**src/logic/cef_pkg.sv**
```systemverilog
// Shared constants and carrier types for the charger event flag bank
package cef_pkg;

  // ****************************************************************
  // Register map
  // ****************************************************************
  localparam logic [7:0] ADDR_LATCH_C = 8'h24;
  localparam logic [7:0] ADDR_LATCH_D = 8'h25;
  localparam logic [7:0] ADDR_LATCH_A = 8'h26;
  localparam logic [7:0] ADDR_LATCH_B = 8'h27;
  localparam logic [7:0] ADDR_GATE_A  = 8'h28;
  localparam logic [7:0] RESET_VAL    = 8'h00;
  localparam logic [7:0] READ_NONE    = 8'h00;
  localparam int         NUM_LATCH    = 4;

  // Latch registers in index order c, d, a, b
  localparam logic [7:0] LATCH_ADDR [NUM_LATCH] =
    '{8'h24, 8'h25, 8'h26, 8'h27};
  // Implemented bits; reserved bits stay zero
  localparam logic [7:0] LATCH_USED [NUM_LATCH] =
    '{8'h7F, 8'h1F, 8'hFF, 8'hF4};
  // Bits that latch on both edges of their source level
  localparam logic [7:0] LATCH_BOTH [NUM_LATCH] =
    '{8'h10, 8'h0F, 8'h80, 8'h00};

  // ****************************************************************
  // Interrupt gate field positions
  // ****************************************************************
  localparam int GATE_INPUT_CURRENT = 7;
  localparam int GATE_INPUT_VOLTAGE = 6;
  localparam int GATE_WATCHDOG      = 5;
  localparam int GATE_WEAK_SOURCE   = 4;
  localparam int GATE_POWER_GOOD    = 3;
  localparam int GATE_INPUT_TWO     = 2;
  localparam int GATE_INPUT_ONE     = 1;
  localparam int GATE_BUS_PRESENT   = 0;
  // Gate sources that fire on any change rather than a rising edge
  localparam logic [7:0] GATE_BOTH  = 8'h0F;

  // ****************************************************************
  // Timing
  // ****************************************************************
  localparam longint CLK_HZ       = 40_000_000;
  localparam longint IRQ_PULSE_US = 100;
  localparam longint IRQ_PULSE_CYC_L =
    (IRQ_PULSE_US * CLK_HZ + 64'd999_999) / 64'd1_000_000;
  localparam logic [11:0] IRQ_PULSE_CYC = IRQ_PULSE_CYC_L[11:0];

  // ****************************************************************
  // Carrier types
  // ****************************************************************
  typedef struct packed {
    logic port_detect_finished;
    logic conversion_done;
    logic minimum_system_voltage;
    logic fast_charge_timeout;
    logic trickle_timeout;
    logic precharge_timeout;
    logic topoff_timeout;
    logic battery_low_for_otg;
    logic thermistor_cold;
    logic thermistor_cool;
    logic thermistor_warm;
    logic thermistor_hot;
    logic battery_current_reg;
    logic bus_overvoltage;
    logic battery_overvoltage;
    logic input_overcurrent;
    logic discharge_overcurrent;
    logic converter_overcurrent;
    logic input_two_overvoltage;
    logic input_one_overvoltage;
    logic system_short;
    logic system_overvoltage;
    logic otg_overvoltage;
    logic otg_undervoltage;
    logic thermal_shutdown;
  } cef_det_t;

  typedef struct packed {
    logic input_current_limiting;
    logic otg_current_limiting;
    logic input_voltage_limiting;
    logic otg_voltage_regulation;
    logic watchdog_expired;
    logic weak_source;
    logic power_good;
    logic input_two_present;
    logic input_one_present;
    logic bus_present;
  } cef_src_t;

  typedef struct packed {
    logic       rd;
    logic       wr;
    logic [7:0] addr;
    logic [7:0] wdata;
  } cef_req_t;

endpackage

```
**src/logic/cef_flag_bank.sv**
```systemverilog
// Charger event flag registers, interrupt gate register and pulse driver
`timescale 1ns/1ps
`default_nettype none

module cef_flag_bank #(
  parameter logic [11:0] PULSE_CYCLES = cef_pkg::IRQ_PULSE_CYC
) (
  // Clock and reset
  input  wire logic            clock,
  input  wire logic            rst_n,
  input  wire logic            reg_reset_req,
  // Register access port
  input  wire cef_pkg::cef_req_t req,
  output logic [7:0]           rd_data,
  output logic                 rd_valid,
  // Event sources from detectors
  input  wire cef_pkg::cef_det_t det,
  input  wire logic            one_shot_mode,
  input  wire cef_pkg::cef_src_t src,
  // Open-drain interrupt pin
  input  wire logic            irq_out_n_in,
  output logic                 irq_out_n_out,
  output logic                 irq_out_n_oe_n,
  // Pin level observed back, for status
  output logic                 irq_pin_low
);

  // ****************************************************************
  // Source levels grouped per latch register
  // ****************************************************************
  logic [7:0] lvl [cef_pkg::NUM_LATCH];
  logic [7:0] flag_q [cef_pkg::NUM_LATCH];

  // Bit order follows each register's field layout
  always_comb begin
    lvl[0] = {1'b0,
              det.port_detect_finished,
              det.conversion_done & one_shot_mode,
              det.minimum_system_voltage,
              det.fast_charge_timeout,
              det.trickle_timeout,
              det.precharge_timeout,
              det.topoff_timeout};
    lvl[1] = {3'b000,
              det.battery_low_for_otg,
              det.thermistor_cold,
              det.thermistor_cool,
              det.thermistor_warm,
              det.thermistor_hot};
    lvl[2] = {det.battery_current_reg,
              det.bus_overvoltage,
              det.battery_overvoltage,
              det.input_overcurrent,
              det.discharge_overcurrent,
              det.converter_overcurrent,
              det.input_two_overvoltage,
              det.input_one_overvoltage};
    lvl[3] = {det.system_short,
              det.system_overvoltage,
              det.otg_overvoltage,
              det.otg_undervoltage,
              1'b0,
              det.thermal_shutdown,
              2'b00};
  end

  // ****************************************************************
  // Latch registers, one per generate entry
  // ****************************************************************
  genvar gi;
  generate
    for (gi = 0; gi < cef_pkg::NUM_LATCH; gi++) begin : g_latch
      logic [7:0] prev_q;
      logic [7:0] prev_d;
      logic [7:0] flg_d;
      logic [7:0] hit;
      logic       clr;

      // Edge detect and clear-on-read; a new event beats the clear
      always_comb begin
        hit    = (lvl[gi] & ~prev_q)
               | (cef_pkg::LATCH_BOTH[gi] & ~lvl[gi] & prev_q);
        clr    = req.rd && (req.addr == cef_pkg::LATCH_ADDR[gi]);
        prev_d = lvl[gi];
        flg_d  = ((clr ? 8'h00 : flag_q[gi]) | hit)
               & cef_pkg::LATCH_USED[gi];
      end

      // Level history starts from reset value so a level already high
      // at release counts as an event
      always_ff @(posedge clock or negedge rst_n) begin
        if (!rst_n) begin
          prev_q     <= cef_pkg::RESET_VAL;
          flag_q[gi] <= cef_pkg::RESET_VAL;
        end else begin
          prev_q     <= prev_d;
          flag_q[gi] <= flg_d;
        end
      end
    end
  endgenerate

  // ****************************************************************
  // Interrupt gate register
  // ****************************************************************
  logic [7:0] gate_q;
  logic [7:0] gate_d;

  // Register reset request wins over a write in the same cycle
  always_comb begin
    gate_d = gate_q;
    if (reg_reset_req) begin
      gate_d = cef_pkg::RESET_VAL;
    end else if (req.wr && (req.addr == cef_pkg::ADDR_GATE_A)) begin
      gate_d = req.wdata;
    end
  end

  always_ff @(posedge clock or negedge rst_n) begin
    if (!rst_n) begin
      gate_q <= cef_pkg::RESET_VAL;
    end else begin
      gate_q <= gate_d;
    end
  end

  // ****************************************************************
  // Read path
  // ****************************************************************
  logic [7:0] rdat_q;
  logic [7:0] rdat_d;
  logic       rval_q;
  logic       rval_d;

  // Unmapped addresses read as zero; flag writes have no effect
  always_comb begin
    rval_d = req.rd;
    rdat_d = rdat_q;
    if (req.rd) begin
      unique case (req.addr)
        cef_pkg::ADDR_LATCH_C: rdat_d = flag_q[0];
        cef_pkg::ADDR_LATCH_D: rdat_d = flag_q[1];
        cef_pkg::ADDR_LATCH_A: rdat_d = flag_q[2];
        cef_pkg::ADDR_LATCH_B: rdat_d = flag_q[3];
        cef_pkg::ADDR_GATE_A:  rdat_d = gate_q;
        default:               rdat_d = cef_pkg::READ_NONE;
      endcase
    end
  end

  always_ff @(posedge clock or negedge rst_n) begin
    if (!rst_n) begin
      rdat_q <= cef_pkg::READ_NONE;
      rval_q <= 1'b0;
    end else begin
      rdat_q <= rdat_d;
      rval_q <= rval_d;
    end
  end

  assign rd_data  = rdat_q;
  assign rd_valid = rval_q;

  // ****************************************************************
  // Interrupt sources and gating
  // ****************************************************************
  logic [7:0] ilvl;
  logic [7:0] iprev_q;
  logic [7:0] iprev_d;
  logic [7:0] ievt;
  logic       irq_fire;

  // Shared sources are ORed so either party's regulation counts
  always_comb begin
    ilvl = '0;
    ilvl[cef_pkg::GATE_INPUT_CURRENT] = src.input_current_limiting
                                      | src.otg_current_limiting;
    ilvl[cef_pkg::GATE_INPUT_VOLTAGE] = src.input_voltage_limiting
                                      | src.otg_voltage_regulation;
    ilvl[cef_pkg::GATE_WATCHDOG]      = src.watchdog_expired;
    ilvl[cef_pkg::GATE_WEAK_SOURCE]   = src.weak_source;
    ilvl[cef_pkg::GATE_POWER_GOOD]    = src.power_good;
    ilvl[cef_pkg::GATE_INPUT_TWO]     = src.input_two_present;
    ilvl[cef_pkg::GATE_INPUT_ONE]     = src.input_one_present;
    ilvl[cef_pkg::GATE_BUS_PRESENT]   = src.bus_present;
    iprev_d = ilvl;
    // Rising edges for bits 7..4, any change for bits 3..0
    ievt = (ilvl & ~iprev_q)
         | (cef_pkg::GATE_BOTH & ~ilvl & iprev_q);
    // A gate bit of one suppresses its source
    irq_fire = |(ievt & ~gate_q);
  end

  always_ff @(posedge clock or negedge rst_n) begin
    if (!rst_n) begin
      iprev_q <= cef_pkg::RESET_VAL;
    end else begin
      iprev_q <= iprev_d;
    end
  end

  // ****************************************************************
  // Interrupt pulse driver
  // ****************************************************************
  typedef enum logic [1:0] {
    CEF_IDLE  = 2'b01,
    CEF_PULSE = 2'b10
  } cef_state_t;

  cef_state_t  st_q;
  cef_state_t  st_d;
  logic [11:0] cnt_q;
  logic [11:0] cnt_d;
  logic        low_q;
  logic        low_d;

  // A new event during a pulse restarts it, so events merge rather
  // than producing back-to-back pulses the host could miss
  // A PULSE_CYCLES of zero wraps the count to a maximum-length pulse
  always_comb begin
    st_d  = st_q;
    cnt_d = cnt_q;
    unique case (st_q)
      CEF_IDLE: begin
        if (irq_fire) begin
          st_d  = CEF_PULSE;
          cnt_d = PULSE_CYCLES - 12'h001;
        end
      end
      CEF_PULSE: begin
        if (irq_fire) begin
          cnt_d = PULSE_CYCLES - 12'h001;
        end else if (cnt_q == 12'h000) begin
          st_d = CEF_IDLE;
        end else begin
          cnt_d = cnt_q - 12'h001;
        end
      end
      default: begin
        st_d  = CEF_IDLE;
        cnt_d = 12'h000;
      end
    endcase
  end

  always_ff @(posedge clock or negedge rst_n) begin
    if (!rst_n) begin
      st_q  <= CEF_IDLE;
      cnt_q <= 12'h000;
    end else begin
      st_q  <= st_d;
      cnt_q <= cnt_d;
    end
  end

  // ****************************************************************
  // Wire level observed back
  // ****************************************************************
  // Wire is taken as synchronous; one register keeps the status steady
  always_comb begin
    low_d = !irq_out_n_in;
  end

  always_ff @(posedge clock or negedge rst_n) begin
    if (!rst_n) begin
      low_q <= 1'b0;
    end else begin
      low_q <= low_d;
    end
  end

  // Pin only ever driven low; released otherwise
  assign irq_out_n_out  = 1'b0;
  assign irq_out_n_oe_n = (st_q != CEF_PULSE);
  assign irq_pin_low    = low_q;

endmodule

`default_nettype wire

```
**config.mk**
```make
export PLATFORM = sky130hd
export DESIGN_NAME = cef_flag_bank
export DESIGN_NICKNAME = d
export VERILOG_FILES = /design/src/logic/cef_pkg.sv /design/src/logic/cef_flag_bank.sv
export SDC_FILE = /design/constraint.sdc
export NUM_CORES = 1
export LEC_CHECK = 0
export BUFFER_PORTS_ARGS = -buffer_cell sky130_fd_sc_hd__buf_2
export CAP_MARGIN = 30
export CORE_MARGIN = 5
export CORE_UTILIZATION = 55
export CTS_CLUSTER_SIZE = 14
export DETAILED_ROUTE_END_ITERATION = 8
export GPL_ROUTABILITY_DRIVEN = 0
export GPL_TIMING_DRIVEN = 0
export PLACE_DENSITY = 0.84
export SKIP_CTS_REPAIR_TIMING = 1
export SLEW_MARGIN = 20
export SYNTH_ARGS = -nofsm -noshare
export SYNTH_HDL_FRONTEND = slang
export SYNTH_SLANG_ARGS = --single-unit
```
**constraint.sdc**
```tcl
create_clock -name clock -period 2.72 [get_ports clock]
set_input_delay 0.544 -clock clock [delete_from_list [all_inputs] [get_ports clock]]
set_output_delay 0.544 -clock clock [all_outputs]
set_load 0.02 [all_outputs]
```
==> results.yml <==
worst_setup_path:
  worstPathMaxFanout: 10
  cp.required_ns: 2.97
  critPathSlowestCell: "or4b_4"
  start_kind: "flip-flop"
  critical_path.cell_chain: "inv_1 -> ha_1 -> or4b_4 -> nor4_4 -> a21oi_2 -> nand3b_4 -> buf_6 -> a32o_1"
  cp_num_buf_inv: 2
  worst-setup-path-type: "reg2reg"
  max_stage_delay_ns: 0.49
  endpoint_kind: "flip-flop"
  arrival_ns: 2.56
  crit_family: "simple AND/OR/NAND/NOR gates"
synthesis:
  mappedNetlistNets: 418
  syn_inst: 356
  synth_top_family_by_area: "compound AO/OA/AOI/OAI gates"
  synth_edf_count: 0
  synth-compound-area-share: 0.1635
  synth_area_um2: 3757
  synth_top_flop_cell: "dfrtp_1"
  synth_fa_ha_area_frac: 0.01332
  synthMuxAreaShare: 0.002997
  syn_area_per_cell_um2: 10.55
  synth_async_sr_flop_share: 1.000
  yosys_warnings: 0
  yosysTopAreaCell: "dfrtp_1"
  synth_xor_area_frac: 0.02564
  synth_top_area_share: 0.5927
  yosys.cell_types.count: 51
  synth_seq_area_share: 0.5997
  ys_ff_latch: 90
  synth-simple-area-share: 0.1432
  synth.area.top_cells: "dfrtp_1 59%, nand2_1 6.3%, inv_1 3.5%, a21oi_1 2.8%, xnor2_1 2.6%"
timing:
  setup_ws_ns: 0.4134
  worst_pin_slew_ns: 0.7257
  relSlewSlack: 0.5162
  setup_violations: 0
  tns_ns: 0
  fin_crit_sh: 0.8480
  rsz0062_at_grt: "no"
  skew_ns: 0.009594
  fmax_mhz: 433.5
  drv_slew: 0
  hold_viol: 0
  period_minus_slack_ns: 2.307
global_route:
  grt_overflow: 0
  grt_start_max_net_pins: 50
  grtUsageTotal: 0.2046
  antenna_found_initial: 0
  grt_pass1_vias: 2946
  grt_pass1_wl_mm: 13.89
power:
  peakVddDrop_v: 0.0004776
  finalPower_w: 0.003152
  power_leakage_nw: 2.087
  power_per_cell_area_nw_per_um2: 718.3
drt:
  vias: 2934
  drcViolationCount: 0
  first_pass_iters: 5
  wire_per_inst_um: 15.52
  viasPerCell: 5.653
  drt_iter0_markers: 141
  routed_wl_mm: 8.055
  antenna_left: 0
run_status:
  status: "complete, no violations"
die:
  io_pins: 70
  fp.coreArea_um2: 6719
  die_x_um: 92.66
  initial_core_util: 0.5592
  dieArea_um2: 8585
  num_rows: 30
  die_h_um: 92.66
clock_tree:
  path_clk_slew_ns: 0.09
  cts-root-buf: "clkbuf_8"
  numClockSinks: 90
  worstSkewPairLatency_ns: 0.35
  cts_buffers: 9
  cts_tree: "built"
  clk_path_buf_depth: 2
  htreeDepth: 3
final_layout:
  layout_commonest_cell: "dfrtp_1"
  mostFrequentLayoutCells: "89 x dfrtp_1, 67 x buf_2, 63 x nand2_1"
  drive_gt1_frac: 0.2255
  layoutNonFillerInstCount: 519
  area_growth_pct: 16.78
  n_antenna_cell: 0
  fillers: 534
  layout.nets: 496
place:
  portBuffers: 66
  hpwl_mm: 5.981
  pre_cts_ws_ns: 0.2101
  dp.cells: 503
worst_hold_path:
  hold_path_class: "in2async"
job:
  drv_cap: 0
[kinds of logic after synthesis]
family	after synthesis
simple gates	110
compound gates	92
flops	90
buf+inv	47
xor+xnor	11
fa+ha+maj	4
other cells	1
mux	1
[cells in the mapped netlist (all sizes together), types with 2 or more instances]
cell type	number
a21boi	5
a21oi	22
a221oi	2
a222oi	5
a22oi	3
a311oi	6
a32o	2
buf	5
clkbuf	6
dfrtp	89
ha	4
inv	35
nand2	63
nand3	10
nand3b	2
nor2	15
nor3	7
nor3b	2
nor4	4
o21ai	21
o22ai	8
o311ai	2
o31ai	8
or2	2
xnor2	11
[worst register-to-register path, stage by stage (launching register included)]
cell,delay [ns]
dfrtp_1,0.42
inv_1,0.13
ha_1,0.15
or4b_4,0.49
nor4_4,0.34
a21oi_2,0.13
nand3b_4,0.19
buf_6,0.16
a32o_1,0.21
[state kept, by name (all words and copies together), names as in the netlist]
signal	flops
iprev_q	8
st_q	2
rd_data	8
flag_q	25
gate_q	8
cnt_q	12
g_latch.prev_q	25
rd_valid	1
irq_pin_low	1
[through the flow]
step / cell area (µm²) / hold WS (ns) / utilization
CTS: 4388 / 0.1751 / 0.6531
detailed placement: 4218 / 0.4090 / 0.6277
floorplan: 3757 / 0.2484 / -
global route: 4388 / 0.1929 / 0.6531
global placement: 4188 / 0.4031 / 0.6233
finish: 4388 / 0.1685 / 0.6531
[final timing paths]
path	cells past startpoint	start	slack (ns)	endpoint
max	8	cnt_q[0]	0.41	cnt_q[6]
min	1	rst_n	0.17	g_latch[2].prev_q[5]
max reg2reg	8	cnt_q[0]	0.41	cnt_q[6]
min reg2reg	1	g_latch[0].prev_q[3]	0.41	flag_q[27]
max in group asynchronous	2	rst_n	1.87	st_q[0]
min in group clock	1	src[4]	0.31	iprev_q[4]
[power breakdown]
| group | internal (W) | total (W) | switching, W |
|---|---|---|---|
| Sequential | 0.00145 | 0.00153 | 0.0000781 |
| Clock | 0.000328 | 0.000785 | 0.000457 |
| Combinational | 0.000337 | 0.000836 | 0.000499 |
| Total | 0.00212 | 0.00315 | 0.00103 |
[per-layer routing]
layer / share of wire / GRT usage / vias up
li1: - / - / 1391
met1: 0.46 / 0.2824 / 1404
met2: 0.45 / 0.3160 / 127
met3: 0.072 / 0.05524 / 12
met4: 0.014 / 0.06838 / 0
met5: 0 / 0 / -
[layout make-up]
cell class | count | area [µm²] | area share
Multi-Input combinational cell | 219 | 1314 | 0.2994
Tap cell | 80 | 100.1 | 0.02281
Sequential cell | 90 | 2253 | 0.5135
Clock buffer | 9 | 123.9 | 0.02823
Inverter | 36 | 135.1 | 0.03080
Timing Repair Buffer | 67 | 360.3 | 0.08212
Buffer | 11 | 55.05 | 0.01255
Clock inverter | 7 | 46.29 | 0.01055
Note: power is estimated with default switching activity, not from simulation.
